<file path="config.mk">
export PLATFORM = sky130hd
export DESIGN_NAME = odt_device_end_flat
export DESIGN_NICKNAME = d
export VERILOG_FILES = /design/src/design/odt_pkg.sv /design/src/design/odt_link_if.sv /design/src/design/odt_window_counter.sv /design/src/design/odt_device_end.sv /design/src/flat_wrapper.sv
export SDC_FILE = /design/constraint.sdc
export NUM_CORES = 1
export LEC_CHECK = 0
export BUFFER_PORTS_ARGS = -buffer_cell sky130_fd_sc_hd__buf_2
export CAP_MARGIN = 20
export CORE_ASPECT_RATIO = 0.8
export CORE_MARGIN = 5
export CORE_UTILIZATION = 44
export CTS_CLUSTER_DIAMETER = 40
export DETAILED_ROUTE_END_ITERATION = 6
export HOLD_SLACK_MARGIN = 0.15
export PLACE_DENSITY = 0.66
export SYNTH_ARGS = -nofsm -noshare
export SYNTH_HDL_FRONTEND = slang
export SYNTH_SLANG_ARGS = --single-unit
</file>
<file path="constraint.sdc">
create_clock -name clk -period 12.2 [get_ports clk]
set_input_delay 0.61 -clock clk [delete_from_list [all_inputs] [get_ports clk]]
set_output_delay 0.61 -clock clk [all_outputs]
set_load 0.01 [all_outputs]
</file>
<file path="src/design/odt_pkg.sv">
// constants and types shared by both ends of the odt transition link
package odt_pkg;
    localparam int WL_W   = 4;              // write latency field width
    localparam int CNT_W  = 8;              // window counter width
    localparam int PIPE_D = 16;             // depth of the odt latency pipe

    localparam logic [WL_W-1:0]  WL_RESET  = 4'h5;
    localparam logic             A12_RESET = 1'b0;
    localparam logic [WL_W-1:0]  WL_ONE    = 4'h1;
    localparam logic [WL_W-1:0]  ODTL_OFS  = 4'h2;  // odtlon = wl - 2
    localparam logic [CNT_W-1:0] CNT_ZERO  = 8'h00;
    localparam logic [CNT_W-1:0] CNT_ONE   = 8'h01;

    // asynchronous termination delay, frozen dll
    localparam int CLK_PERIOD_PS  = 100000;
    localparam int TAONPD_MIN_PS  = 2000;
    localparam int TAONPD_MAX_PS  = 8500;
    localparam int AONPD_MIN_RAW  = (TAONPD_MIN_PS + CLK_PERIOD_PS - 1) / CLK_PERIOD_PS;
    localparam int AONPD_MAX_RAW  = TAONPD_MAX_PS / CLK_PERIOD_PS;
    localparam int AONPD_MIN_CYC  = (AONPD_MIN_RAW < 1) ? 1 : AONPD_MIN_RAW;
    localparam int AONPD_MAX_CYC  = (AONPD_MAX_RAW < 1) ? 1 : AONPD_MAX_RAW;
    localparam int ASYNC_TAP      = AONPD_MIN_CYC - 1;

    // post-edge window lengths in cycles, plain defaults
    localparam logic [CNT_W-1:0] TCPDED_CYC = 8'h01;
    localparam logic [CNT_W-1:0] TRFC_CYC   = 8'h10;
    localparam logic [CNT_W-1:0] TXPDLL_CYC = 8'h0a;

    typedef enum logic [1:0] {
        ST_IDLE     = 2'b00,
        ST_ENTRY_LB = 2'b01,
        ST_PDOWN    = 2'b10,
        ST_EXIT_LB  = 2'b11
    } host_state_e;

    // larger of two counts
    function automatic logic [CNT_W-1:0] cntMax(input logic [CNT_W-1:0] a, input logic [CNT_W-1:0] b);
        cntMax = (a > b) ? a : b;
    endfunction : cntMax
endpackage : odt_pkg

</file>
<file path="src/design/odt_link_if.sv">
// link between the memory controller and the termination logic
`timescale 1ns/100ps
`default_nettype none
interface odt_link_if
    import odt_pkg::*;
(
    input wire logic clk,
    input wire logic rstn
);
    logic            cke;       // clock enable
    logic            odt;       // termination request pin
    logic            refresh;   // refresh command strobe
    logic            mrsLoad;   // mode register load strobe
    logic            mrsA12;    // dll kept on in power-down when high
    logic [WL_W-1:0] mrsWl;     // write latency

    modport host (
        input  clk, rstn,
        output cke, odt, refresh, mrsLoad, mrsA12, mrsWl
    );
    modport device (
        input  clk, rstn,
        input  cke, odt, refresh, mrsLoad, mrsA12, mrsWl
    );
endinterface : odt_link_if
`default_nettype wire

</file>
<file path="src/design/odt_window_counter.sv">
// down counter that marks a transition window, extended by reloads
`timescale 1ns/100ps
`default_nettype none
module odt_window_counter
    import odt_pkg::*;
#(
    parameter int CW = CNT_W
) (
    input  wire logic          clk,
    input  wire logic          rstn,
    input  wire logic          load,
    input  wire logic [CW-1:0] loadValue,
    output logic               busy,
    output logic [CW-1:0]      count
);
    logic [CW-1:0] count_q;
    logic [CW-1:0] count_d;
    logic [CW-1:0] dec;

    // a reload never shortens a running window, so overlaps merge
    always_comb begin
        dec     = (count_q != '0) ? count_q - CW'(1) : '0;
        count_d = (load && (loadValue > dec)) ? loadValue : dec;
    end

    always_ff @(posedge clk or negedge rstn) begin
        if (!rstn) begin
            count_q <= '0;
        end else begin
            count_q <= count_d;
        end
    end

    assign busy  = (count_q != '0);
    assign count = count_q;
endmodule : odt_window_counter
`default_nettype wire

</file>
<file path="src/design/odt_device_end.sv">
// device end: chooses synchronous or asynchronous termination response
`timescale 1ns/100ps
`default_nettype none
module odt_device_end
    import odt_pkg::*;
#(
    parameter logic [CNT_W-1:0] TCPDED = TCPDED_CYC,
    parameter logic [CNT_W-1:0] TRFC   = TRFC_CYC,
    parameter logic [CNT_W-1:0] TXPDLL = TXPDLL_CYC
) (
    odt_link_if.device      link,
    output logic            rttOn,
    output logic            odtUncertain,
    output logic            asyncMode,
    output logic            powerDown
);
    // mode register copy
    logic             a12_q,    a12_d;
    logic [WL_W-1:0]  wl_q,     wl_d;

    // registered pins and refresh tracking
    logic             ckeReg_q, ckeReg_d;
    logic [CNT_W-1:0] rfcCnt_q, rfcCnt_d;

    // odt latency pipe and termination output
    logic [PIPE_D-1:0] pipe_q,  pipe_d;
    logic              rtt_q,   rtt_d;
    logic              async_q, async_d;

    // edge detection and window loading
    logic             ckeFall;
    logic             ckeRise;
    logic             winLoad;
    logic [CNT_W-1:0] winValue;
    logic [CNT_W-1:0] lookBack;
    logic             winBusy;
    logic [WL_W-1:0]  syncTap;
    logic             syncBit;
    logic             asyncBit;
    logic             asyncSel;

    // mode register capture
    always_comb begin
        a12_d = a12_q;
        wl_d  = wl_q;
        if (link.mrsLoad) begin
            a12_d = link.mrsA12;
            wl_d  = link.mrsWl;
        end
    end

    always_ff @(posedge link.clk or negedge link.rstn) begin
        if (!link.rstn) begin
            a12_q <= A12_RESET;
            wl_q  <= WL_RESET;
        end else begin
            a12_q <= a12_d;
            wl_q  <= wl_d;
        end
    end

    // cke is registered each edge; refresh holds trfc remaining
    always_comb begin
        ckeReg_d = link.cke;
        if (link.refresh) begin
            rfcCnt_d = TRFC;
        end else if (rfcCnt_q != CNT_ZERO) begin
            rfcCnt_d = rfcCnt_q - CNT_ONE;
        end else begin
            rfcCnt_d = CNT_ZERO;
        end
    end

    always_ff @(posedge link.clk or negedge link.rstn) begin
        if (!link.rstn) begin
            ckeReg_q <= 1'b1;
            rfcCnt_q <= CNT_ZERO;
        end else begin
            ckeReg_q <= ckeReg_d;
            rfcCnt_q <= rfcCnt_d;
        end
    end

    // first cycle that cke is seen low or high
    assign ckeFall = ckeReg_q && !link.cke;
    assign ckeRise = !ckeReg_q && link.cke;

    // look-back length taken from the programmed write latency
    assign lookBack = CNT_W'(wl_q) - CNT_ONE;

    // window load: entry is the later of cpded and trfc, exit is txpdll
    always_comb begin
        winLoad  = 1'b0;
        winValue = CNT_ZERO;
        if (!a12_q) begin
            if (ckeFall) begin
                winLoad  = 1'b1;
                winValue = lookBack + cntMax(TCPDED, rfcCnt_q);
            end else if (ckeRise) begin
                winLoad  = 1'b1;
                winValue = lookBack + TXPDLL;
            end
        end
    end

    // span counter, reloads merge overlapping windows
    odt_window_counter #(.CW(CNT_W)) spanCounter (
        .clk       (link.clk),
        .rstn      (link.rstn),
        .load      (winLoad),
        .loadValue (winValue),
        .busy      (winBusy),
        .count     ()
    );

    // odt pin shifted one stage per cycle; stage 0 is odt sampled
    always_comb begin
        pipe_d = {pipe_q[PIPE_D-2:0], link.odt};
    end

    // tap one stage short of odtlon: the output flop adds the last cycle; tiny latencies clamp
    assign syncTap  = (wl_q > ODTL_OFS) ? wl_q - ODTL_OFS - WL_ONE : '0;
    assign syncBit  = pipe_q[syncTap];
    assign asyncBit = pipe_q[ASYNC_TAP];

    // async while powered down with frozen dll and until the exit window ends
    assign asyncSel = !a12_q && (!link.cke || winBusy || winLoad);

    // termination follows the chosen path, registered for a clean output
    always_comb begin
        async_d = asyncSel;
        rtt_d   = asyncSel ? asyncBit : syncBit;
    end

    always_ff @(posedge link.clk or negedge link.rstn) begin
        if (!link.rstn) begin
            pipe_q  <= '0;
            rtt_q   <= 1'b0;
            async_q <= 1'b0;
        end else begin
            pipe_q  <= pipe_d;
            rtt_q   <= rtt_d;
            async_q <= async_d;
        end
    end

    // status outputs
    assign rttOn        = rtt_q;
    assign asyncMode    = async_q;
    assign odtUncertain = winBusy;
    assign powerDown    = !ckeReg_q;
endmodule : odt_device_end
`default_nettype wire

</file>
<file path="src/flat_wrapper.sv">
// flat-port wrapper written by rule: the top's interface ports become plain ports
module odt_device_end_flat import odt_pkg::*;
#(
    parameter logic [CNT_W-1:0] TCPDED = TCPDED_CYC,
    parameter logic [CNT_W-1:0] TRFC   = TRFC_CYC,
    parameter logic [CNT_W-1:0] TXPDLL = TXPDLL_CYC
)
  (rttOn, odtUncertain, asyncMode, powerDown, clk, rstn, link_cke, link_odt, link_refresh, link_mrsLoad, link_mrsA12, link_mrsWl);
  odt_link_if link_i (.clk(clk), .rstn(rstn));
  output logic rttOn;
  output logic odtUncertain;
  output logic asyncMode;
  output logic powerDown;
  input wire logic clk;
  input wire logic rstn;
  input wire logic [$bits(link_i.cke)-1:0] link_cke;
  input wire logic [$bits(link_i.odt)-1:0] link_odt;
  input wire logic [$bits(link_i.refresh)-1:0] link_refresh;
  input wire logic [$bits(link_i.mrsLoad)-1:0] link_mrsLoad;
  input wire logic [$bits(link_i.mrsA12)-1:0] link_mrsA12;
  input wire logic [$bits(link_i.mrsWl)-1:0] link_mrsWl;
  assign link_i.cke = link_cke;
  assign link_i.odt = link_odt;
  assign link_i.refresh = link_refresh;
  assign link_i.mrsLoad = link_mrsLoad;
  assign link_i.mrsA12 = link_mrsA12;
  assign link_i.mrsWl = link_mrsWl;
  odt_device_end #(.TCPDED(TCPDED), .TRFC(TRFC), .TXPDLL(TXPDLL)) u_core (.link(link_i), .rttOn(rttOn), .odtUncertain(odtUncertain), .asyncMode(asyncMode), .powerDown(powerDown));
endmodule
</file>
# Yosys cells after proc, flatten, opt, wreduce, memory -nomap -nowiden
# Cells that the tools add are included.
[op_classes] magnitude_cmp=4 n_addsub=7 n_mux=15 reduce_logical=11
[ops] cell="$mux 8" n=8
[ops] cell="$reduce_bool 8->1" n=2
[ops] cell="$sub 8x1->8 const B" n=2
[ops] cell="$add 8x4->8 const B" n=1
[ops] cell="$add 8x8->8" n=1
[ops] cell="$gt 1x8->1 const A" n=1
[ops] cell="$gt 8x8->1" n=1
[ops] cell="$lt 4x5->1 const B" n=1
[ops] cell="$mux 1" n=5
[ops] cell="$sub 4x1->5 const B" n=1
[ops] cell="$bmux 1 s4" n=1
[ops] cell="$gt 4x2->1 const B" n=1
[ops] cell="$logic_and 1x1->1" n=4
[ops] cell="$mux 4" n=1
[ops] cell="$sub 4x1->4 const B" n=1
[ops] cell="$sub 4x2->4 const B" n=1
[ops] cell="$logic_not 1->1" n=3
[ops] cell="$logic_or 1x1->1" n=2
[totals] input_bits=11 regBits=40 elab_cells=45 output_inout_bits=4

# Depth between registers and ports, before layout
# Gate-level depths: netlist of run 1.
[logic_depth] ltp_word=8 depth_mapped=22 ltp_nobuf=21

# By module
# A second synthesis of run 1 with hierarchy kept.
[hier_totals] cells_unflattened=267 hier_area_um2=2596.2
[by_module_without_submodules] module="odt_device_end" seq_area_each_um2=804.5 cells_each=194 n_inst=1 area_per_inst_um2=1924.3
[by_module_without_submodules] module="odt_window_counter" seq_area_each_um2=200.2 cells_each=73 n_inst=1 area_per_inst_um2=671.9

# Worst setup path after synthesis of run 1
# No wires, ideal clock.
[synth_timing] path_type="register -> register" startpoint="register u_core.rfcCnt_q[0]" endpoint="register u_core.spanCounter.count_q[0] (netlist: u_core.spanCounter.count[0])" setup_time_ns=0.125 n_path_buf=1 stages_incl_launch_ff=22 t_required_ns=12.075 period_less_slack_ns=4.098 t_arrival_ns=3.973 setup_slack_ns=8.102 cell_sequence="dfrtp_1 inv_1 ha_1 nand2_1 or2_2 or4_1 nand2_1 inv_1 ha_1 a21o_1 a21oi_1 o21ai_0 xor2_1 o21ai_0 inv_1 ha_1 nand4_1 nor2_1 nor3_1 o21a_1 buf_2 mux2_2"
[synth_via] elab_chain_cells=8
[synth_lines] item="start, declared" line="odt_device_end.sv:23" source="logic [CNT_W-1:0] rfcCnt_q, rfcCnt_d;"
[synth_lines] item="start signal, assigned" line="odt_device_end.sv:80" source="rfcCnt_q <= rfcCnt_d;"
[synth_lines] item="$gt 1x8->1" line="odt_pkg.sv:38" source="cntMax = (a > b) ? a : b;"
[synth_lines] item="$mux 8 (*)" line="odt_pkg.sv:38"
[synth_lines] item="$add 8x8->8 (*)" line="odt_device_end.sv:98" source="winValue = lookBack + cntMax(TCPDED, rfcCnt_q);"
[synth_lines] item="$mux 8 (*)" line="odt_device_end.sv:96" source="if (ckeFall) begin"
[synth_lines] item="$mux 8 (*)" line="odt_device_end.sv:95" source="if (!a12_q) begin"
[synth_lines] item="$gt 8x8->1" line="odt_window_counter.sv:23" source="count_d = (load && (loadValue > dec)) ? loadValue : dec;"
[synth_lines] item="$logic_and 1x1->1" line="odt_window_counter.sv:23"
[synth_lines] item="$mux 8 (*)" line="odt_window_counter.sv:23"
[synth_lines] item="via u_core.spanCounter.count_d[0]" line="odt_window_counter.sv:17" source="logic [CW-1:0] count_d;"
[synth_lines] item="end signal, assigned" line="odt_window_counter.sv:30" source="count_q <= count_d;"
[synth_lines] item="end, declared" line="odt_window_counter.sv:16" source="logic [CW-1:0] count_q;"
# Mark *: on every way through the listed nets, which the timed path passes. The rest lies on a longest branch.
# A chain may end at the register's enable or synchronous reset.

# Final worst setup path of run 1
[layout_timing] startpoint="register u_core.rfcCnt_q[0]" endpoint="register u_core.spanCounter.count_q[4] (netlist: u_core.spanCounter.count[4])"
# Same word-level chain as after synthesis.

==> metrics.txt, run 1 <==
cts hold-fix bufs=0; crit path DAT=4.76 ns; Rel. slew slack=0.432; nets=317; Reg power frac=0.384; Most used DFF post-synth=dfrtp_1; yosys warns=0; largest net degree at the start of global routing=41; Synth top cells by count=dfrtp_1, inv_1, ha_1; met3 Usage GRT=0.0402; routability cong.=0.844; Int Pwr=0.312 mW; number of buffers and inverters on the critical path=3; cells taking the most area after synthesis=dfrtp_1, ha_1, mux2i_1; Max Fanout on Critical Path=8; Final period util=0.375; top-area cell type share of the netlist area=0.358; register area share after synthesis=0.389; TritonCTS Sinks=40; Cell Area, Synth=2580 µm²; Async SR Flop Fraction=1.00; die height=78.6 µm; most numerous cell in the Yosys netlist=dfrtp_1; GRT Residual Overflow=0; initial antenna violation count=0; Logic pwr share=0.400; Pleak=1.30 nW; Worst Setup SP=u_core.rfcCnt_q[0]; CP startpoint kind=flop; Peak VDD IR=0.0723 mV; Final ANT Viol Nets=0; clk slew on worst S/H paths=0.08 ns; placed cell count=355; reg2reg start=u_core.rfcCnt_q[0]; synthesized net count=308; DRT iter0 DRCs=159; sw power=0.186 mW; clock skew=0.00594 ns; Gates resized, CTS repair=0; CTS tree=done; port bufs=14; RSZ-0062 raised after global routing=false; Final setup viols=0; Post-CTS Setup Repair Bufs=0; vias in the first global route=1,859; critical-path cell list=inv_1 > ha_1 > nand2_1 > or2_2 > or4_1 > nand2_1 > inv_1 > ha_1 > a21o_1 > a21oi_1 > o21ai_0 > xor2_1 > o21ai_0 > inv_1 > ha_1 > nand4_1 > nor2_1 > nor3_1 > o21a_1 > mux2_2; crit end category=flop; drt drc=0; TritonRoute pass-1 iters=5; clk buf depth=2; HPWL after DPL=3880 µm; total negative slack=0 ns; synth unique cells=48; Avg Cell Area, Syn=9.50 µm²; largest area contributor in the netlist=dfrtp_1; Worst-Margin Slew=0.851 ns; met2 Resource Use GR=0.211; Num CTS Buffers=5; Wirelength per Cell=13.7 µm; critical path type=flop to flop; sw frac=0.374; die width=95.7 µm; Top delay family on crit path=simple AND/OR/NAND/NOR gates; htree depth=2; Die ar.=7520 µm²; Synth Register Bits=40; required time of the worst setup path=12.38 ns; max incr delay on CP=0.42 ns; max-slew violations=0; area growth from synthesis to layout=8.62%; met1 global-route usage=0.216; FP Rows=25; max-cap violation count=0; GRT busiest layer=met1; post-synthesis cell count=272; first-pass GRT wire length=8690 µm; fin cells=363; fmax=0.218 GHz; diode count=0; hold violation total from the final report=0; Clock power frac=0.217; worst skew pair latency=0.29 ns; Worst Hold Launch=u_core.pipe_q[12]; IO Count=15; clock root buffer=clkbuf_8; layout cells sized above 1=0.138; Vias=1,906; final WL=4990 µm; status=complete, no violations; gr usage total=0.147; crit path time final=4.58 ns; Pwr Density=178 nW/µm²; Initial Util=0.444; Hold Crit Class=flop to flop; vias per cell=5.25; Post-synth EDFFs=0; Core Area=5820 µm²; Crit-path slowest cell=or4_1
-- placed cells by master, fill, tap and decap left out, drive strengths merged, types with 3 or more instances in the layout --
master  synthesis  final
dfrtp          37     37
inv            26     26
ha             24     24
nor2           23     23
nand2          19     19
a21oi          15     15
buf             5     14
o21ai          14     14
mux2i          13     13
nor3            9      9
xnor2           8      8
xor2            7      7
a31oi           6      6
nand2b          5      5
nand3           5      5
nor2b           5      5
mux2            5      5
clkbuf          7      5
a21o            4      4
nand4           3      3
o21a            3      3
dfstp           3      3
nor4            3      3
-- sequential cells by signal, indices dropped and copies added, names as in the netlist --
signal	flops
u_core.spanCounter.count	8
u_core.rttOn	1
u_core.ckeReg_q	1
u_core.asyncMode	1
u_core.a12_q	1
u_core.rfcCnt_q	8
u_core.pipe_q	16
u_core.wl_q	4
-- layer usage --
layer,wire (µm),share of wire
met5,0,0
met4,50,0.010
met3,265,0.053
met2,2130,0.43
met1,2540,0.51
-- power by group through the flow --
stage	registers (mW)	clock network, mW	logic, mW
floorplan	0.183	0	0.165
global placement	0.193	0	0.194
detailed placement	0.194	0	0.198
CTS	0.191	0.110	0.200
global route	0.197	0.117	0.226
finish	0.191	0.108	0.199
-- final timing paths --
check	slack, ns	to	cells after the start
min in group asynchronous	0.42	u_core.pipe_q[0]	1
worst min-delay path	0.37	u_core.pipe_q[13]	0
worst min register to register	0.37	u_core.pipe_q[13]	0
worst max register to register	7.62	u_core.spanCounter.count[4]	20
worst max-delay path	7.62	u_core.spanCounter.count[4]	20
max in group asynchronous	11.25	u_core.spanCounter.count[3]	1
-- cell type report --
cell class,count,area [µm²]
clock buffer,5,68.8
clock inverter,3,42.5
fill,549,3010
inverter,27,101
multi-input combinational,193,1420
sequential,40,1000
tap,81,101
timing repair buffer,14,70.1
-- metrics by stage --
step	worst slack [ns]	hold slack, ns	utilization	power [mW]	cell area, µm²
final	7.62	0.371	0.483	0.499	2810
after global routing	7.27	0.383	0.483	0.540	2810
after CTS	7.61	0.377	0.483	0.502	2810
after detailed placement	7.70	0.359	0.463	0.393	2700
after global placement	7.80	0.353	0.463	0.387	2700
after floorplan	8.10	0.314	-	0.348	2580
-- kinds of logic (layout without fill, tap and decap cells) --
kind of cell             after synthesis  count (layout)  share of synthesized area
AND/OR/NAND/NOR                       82              82                      0.161
AO/OA/AOI/OAI                         51              51                      0.121
flip-flops                            40              40                      0.389
buffers and inverters                 39              49                     0.0624
adder cells (fa/ha/maj)               25              25                      0.124
multiplexers                          20              20                     0.0895
XOR/XNOR                              15              15                     0.0537
No activity file was read; power rests on OpenSTA's default activity.
==> inputs of run 2 (changes only) <==
--- a/config.mk
+++ b/config.mk
@@ -13,7 +13,7 @@
 export CTS_CLUSTER_DIAMETER = 40
 export DETAILED_ROUTE_END_ITERATION = 6
 export HOLD_SLACK_MARGIN = 0.15
-export PLACE_DENSITY = 0.66
+export PLACE_DENSITY = 0.68
 export SYNTH_ARGS = -nofsm -noshare
 export SYNTH_HDL_FRONTEND = slang
 export SYNTH_SLANG_ARGS = --single-unit
==> constraint.sdc (replaced) <==
create_clock -name clk -period 4.1 [get_ports clk]
set_input_delay 0.205 -clock clk [delete_from_list [all_inputs] [get_ports clk]]
set_output_delay 0.205 -clock clk [all_outputs]
set_load 0.01 [all_outputs]
==> run 2 against run 1 <==
  * Combinational power grew to 4.1 times the previous value
  * Maximum frequency grew 14%
  * Sequential power grew to 2.9 times the previous value
  * Wire length grew 12%
  * Worst setup slack lost 7.5 ns
  * Power grew to 3.4 times the previous value
  * Global-route usage grew 1.5 points
  * Register-to-register slack lost 7.5 ns
  * First-iteration DRC count shrank 60%
  * Critical path type unchanged
  * Largest cell class unchanged
  * Highest routed layer unchanged
==> metrics.txt, run 2 (synthesis results as in run 1) <==
status=complete, no violations; routability cong.=0.830 (-1.7%); max reg flops=16 (unchanged); DRT iter0 DRCs=63 (-60%); Wirelength per Cell=14.3 µm (+3.8%); fin cells=392 (+8.0%); crit path time final=4.02 ns (-0.556 ns); Worst Hold Launch=link_refresh; vias in the first global route=2,062 (+11%); Hold WS=0.158 ns (-0.214 ns); CTS tree=done; port bufs=14 (unchanged); initial antenna violation count=0 (unchanged); CP startpoint kind=flop; HPWL after DPL=3980 µm (+2.8%); clock root buffer=clkbuf_8; Worst-Margin Slew=0.873 ns (+0.0213 ns); worst skew pair latency=0.29 ns (about the same); Vias=2,024 (+6.2%); first-pass GRT wire length=9610 µm (+11%); Tot Pwr=1.70 mW (+240%); most common cell after layout, fill and taps aside=dfrtp_1; crit end category=flop; critical path type=flop to flop; GRT Residual Overflow=0 (unchanged); Hold Path End=u_core.rfcCnt_q[4]; worst setup margin=0.0764 ns (-7.54 ns); most frequent cells in the layout=dfrtp_1, inv_1, nor2_1; clk buf depth=2 (unchanged); Hold Crit Depth=3 (+3); reg2reg end=u_core.spanCounter.count[0]; Final Core Density=0.546 (+0.0634); placed cell count=371 (+4.5%); TritonCTS Sinks=40 (unchanged); Hold Crit Class=input port to flop; Die ar.=7520 µm² (unchanged); max-cap violation count=0 (unchanged); Initial Util=0.444 (unchanged); Max Fanout on Critical Path=5 (-3); crit path DAT=4.20 ns (-0.56 ns); Final period util=0.981 (+0.606); final WL=5590 µm (+12%); RSZ-0062 raised after global routing=true; die height=78.6 µm (unchanged); htree depth=2 (unchanged); vias per cell=5.16 (-1.7%); diode count=0 (unchanged); Num CTS Buffers=5 (unchanged); Setup WS pre-CTS=-0.0880 ns (-7.79 ns); area growth from synthesis to layout=22.9%; IO Count=15 (unchanged); Final ANT Viol Nets=0 (unchanged); Largest Register=u_core.pipe_q; Final setup viols=0 (unchanged); gr usage total=0.162 (+0.0147); FP Rows=25 (unchanged); nets=346 (+9.1%); Pleak=1.46 nW (+12%); hold violation total from the final report=0 (unchanged); largest net degree at the start of global routing=41 (unchanged); reg2reg start=u_core.rfcCnt_q[0]; clock skew=0.00408 ns (-0.00186 ns); max-slew violations=0 (unchanged); total negative slack=0 ns (unchanged); clk slew on worst S/H paths=0.08 ns (about the same); Peak VDD IR=0.306 mV (+320%); layout cells sized above 1=0.257 (+0.119); Core Area=5820 µm² (unchanged); Rel. slew slack=0.418 (-0.0142); drt drc=0 (unchanged); worst r2r path cells=21 (+5.0%); die width=95.7 µm (unchanged); dpl cell area=2820 µm² (+4.5%); required time of the worst setup path=4.28 ns (-8.10 ns); TritonRoute pass-1 iters=4 (-1); fmax=0.249 GHz (+14%); Pwr Density=537 nW/µm² (+200%); flop2flop setup slack=0.08 ns (-7.54 ns); fin area=3180 µm² (+13%)
[run 2: changes by cell type in the layout (fill, tap and decap cells not counted), sizes merged]
cell	delta
buf	+21
dlygate4sd3	+8
clkinv	-1
inv	+1
[run 2: worst max-delay path: stages (launching register included)]
cell     delay, ns
dfrtp_1       0.39
inv_2         0.08
ha_4          0.13
nand2_2       0.05
or2_4         0.24
or4_4         0.45
nand2_2       0.08
inv_1         0.04
ha_1          0.26
a21o_1        0.19
a21oi_2       0.17
buf_4         0.14
buf_4         0.09
xnor2_1       0.05
a32oi_1       0.25
inv_1         0.08
ha_1          0.31
nand4_1       0.11
nor2_1        0.05
nor3_1        0.16
o21a_2        0.26
mux2_4        0.31
[run 2: power by group]
group	total, mW	leakage (nW)	switching (mW)	internal, mW
sequential	0.560	0.468	0.0833	0.477
combinational	0.815	0.940	0.403	0.412
clock	0.329	0.0548	0.146	0.183
total	1.70	1.46	0.632	1.07
[run 2: final cells by class]
| cell class | instances | area, µm² |
|---|---|---|
| fill | 541 | 2640 |
| multi-input combinational | 193 | 1540 |
| sequential | 40 | 1000 |
| timing repair buffer | 43 | 315 |
| inverter | 27 | 101 |
| tap | 81 | 101 |
| clock buffer | 5 | 68.8 |
| clock inverter | 3 | 46.3 |
[run 2: what timing repair did]
action                                  in CTS  in global routing
hold buffers                                 8                  0
pin swaps                                    2                 12
gates resized for setup                     10                 23
hold endpoints to repair                    44                  0
endpoints found under the setup margin       8                  8
buffers inserted                             0                  5
[run 2: worst max-delay path by stage]
stage                       startpoint                     endpoint  slack, ns  cells after the start
floorplan           u_core.rfcCnt_q[0]  u_core.spanCounter.count[0]      0.002                     21
CTS                 u_core.rfcCnt_q[0]  u_core.spanCounter.count[1]     0.0008                     21
global route        u_core.rfcCnt_q[0]  u_core.spanCounter.count[1]      -0.17                     20
detailed placement  u_core.rfcCnt_q[0]  u_core.spanCounter.count[4]      -0.09                     20
finish              u_core.rfcCnt_q[0]  u_core.spanCounter.count[0]       0.08                     21
global placement    u_core.rfcCnt_q[0]  u_core.spanCounter.count[4]      -0.03                     20
[run 2: layer usage]
metal  part of all wire  wire length, µm  track usage
met1               0.47             2610        0.230
met2               0.48             2690        0.251
met3              0.038              215       0.0297
met4              0.013               74       0.0455
met5                  0                0            0
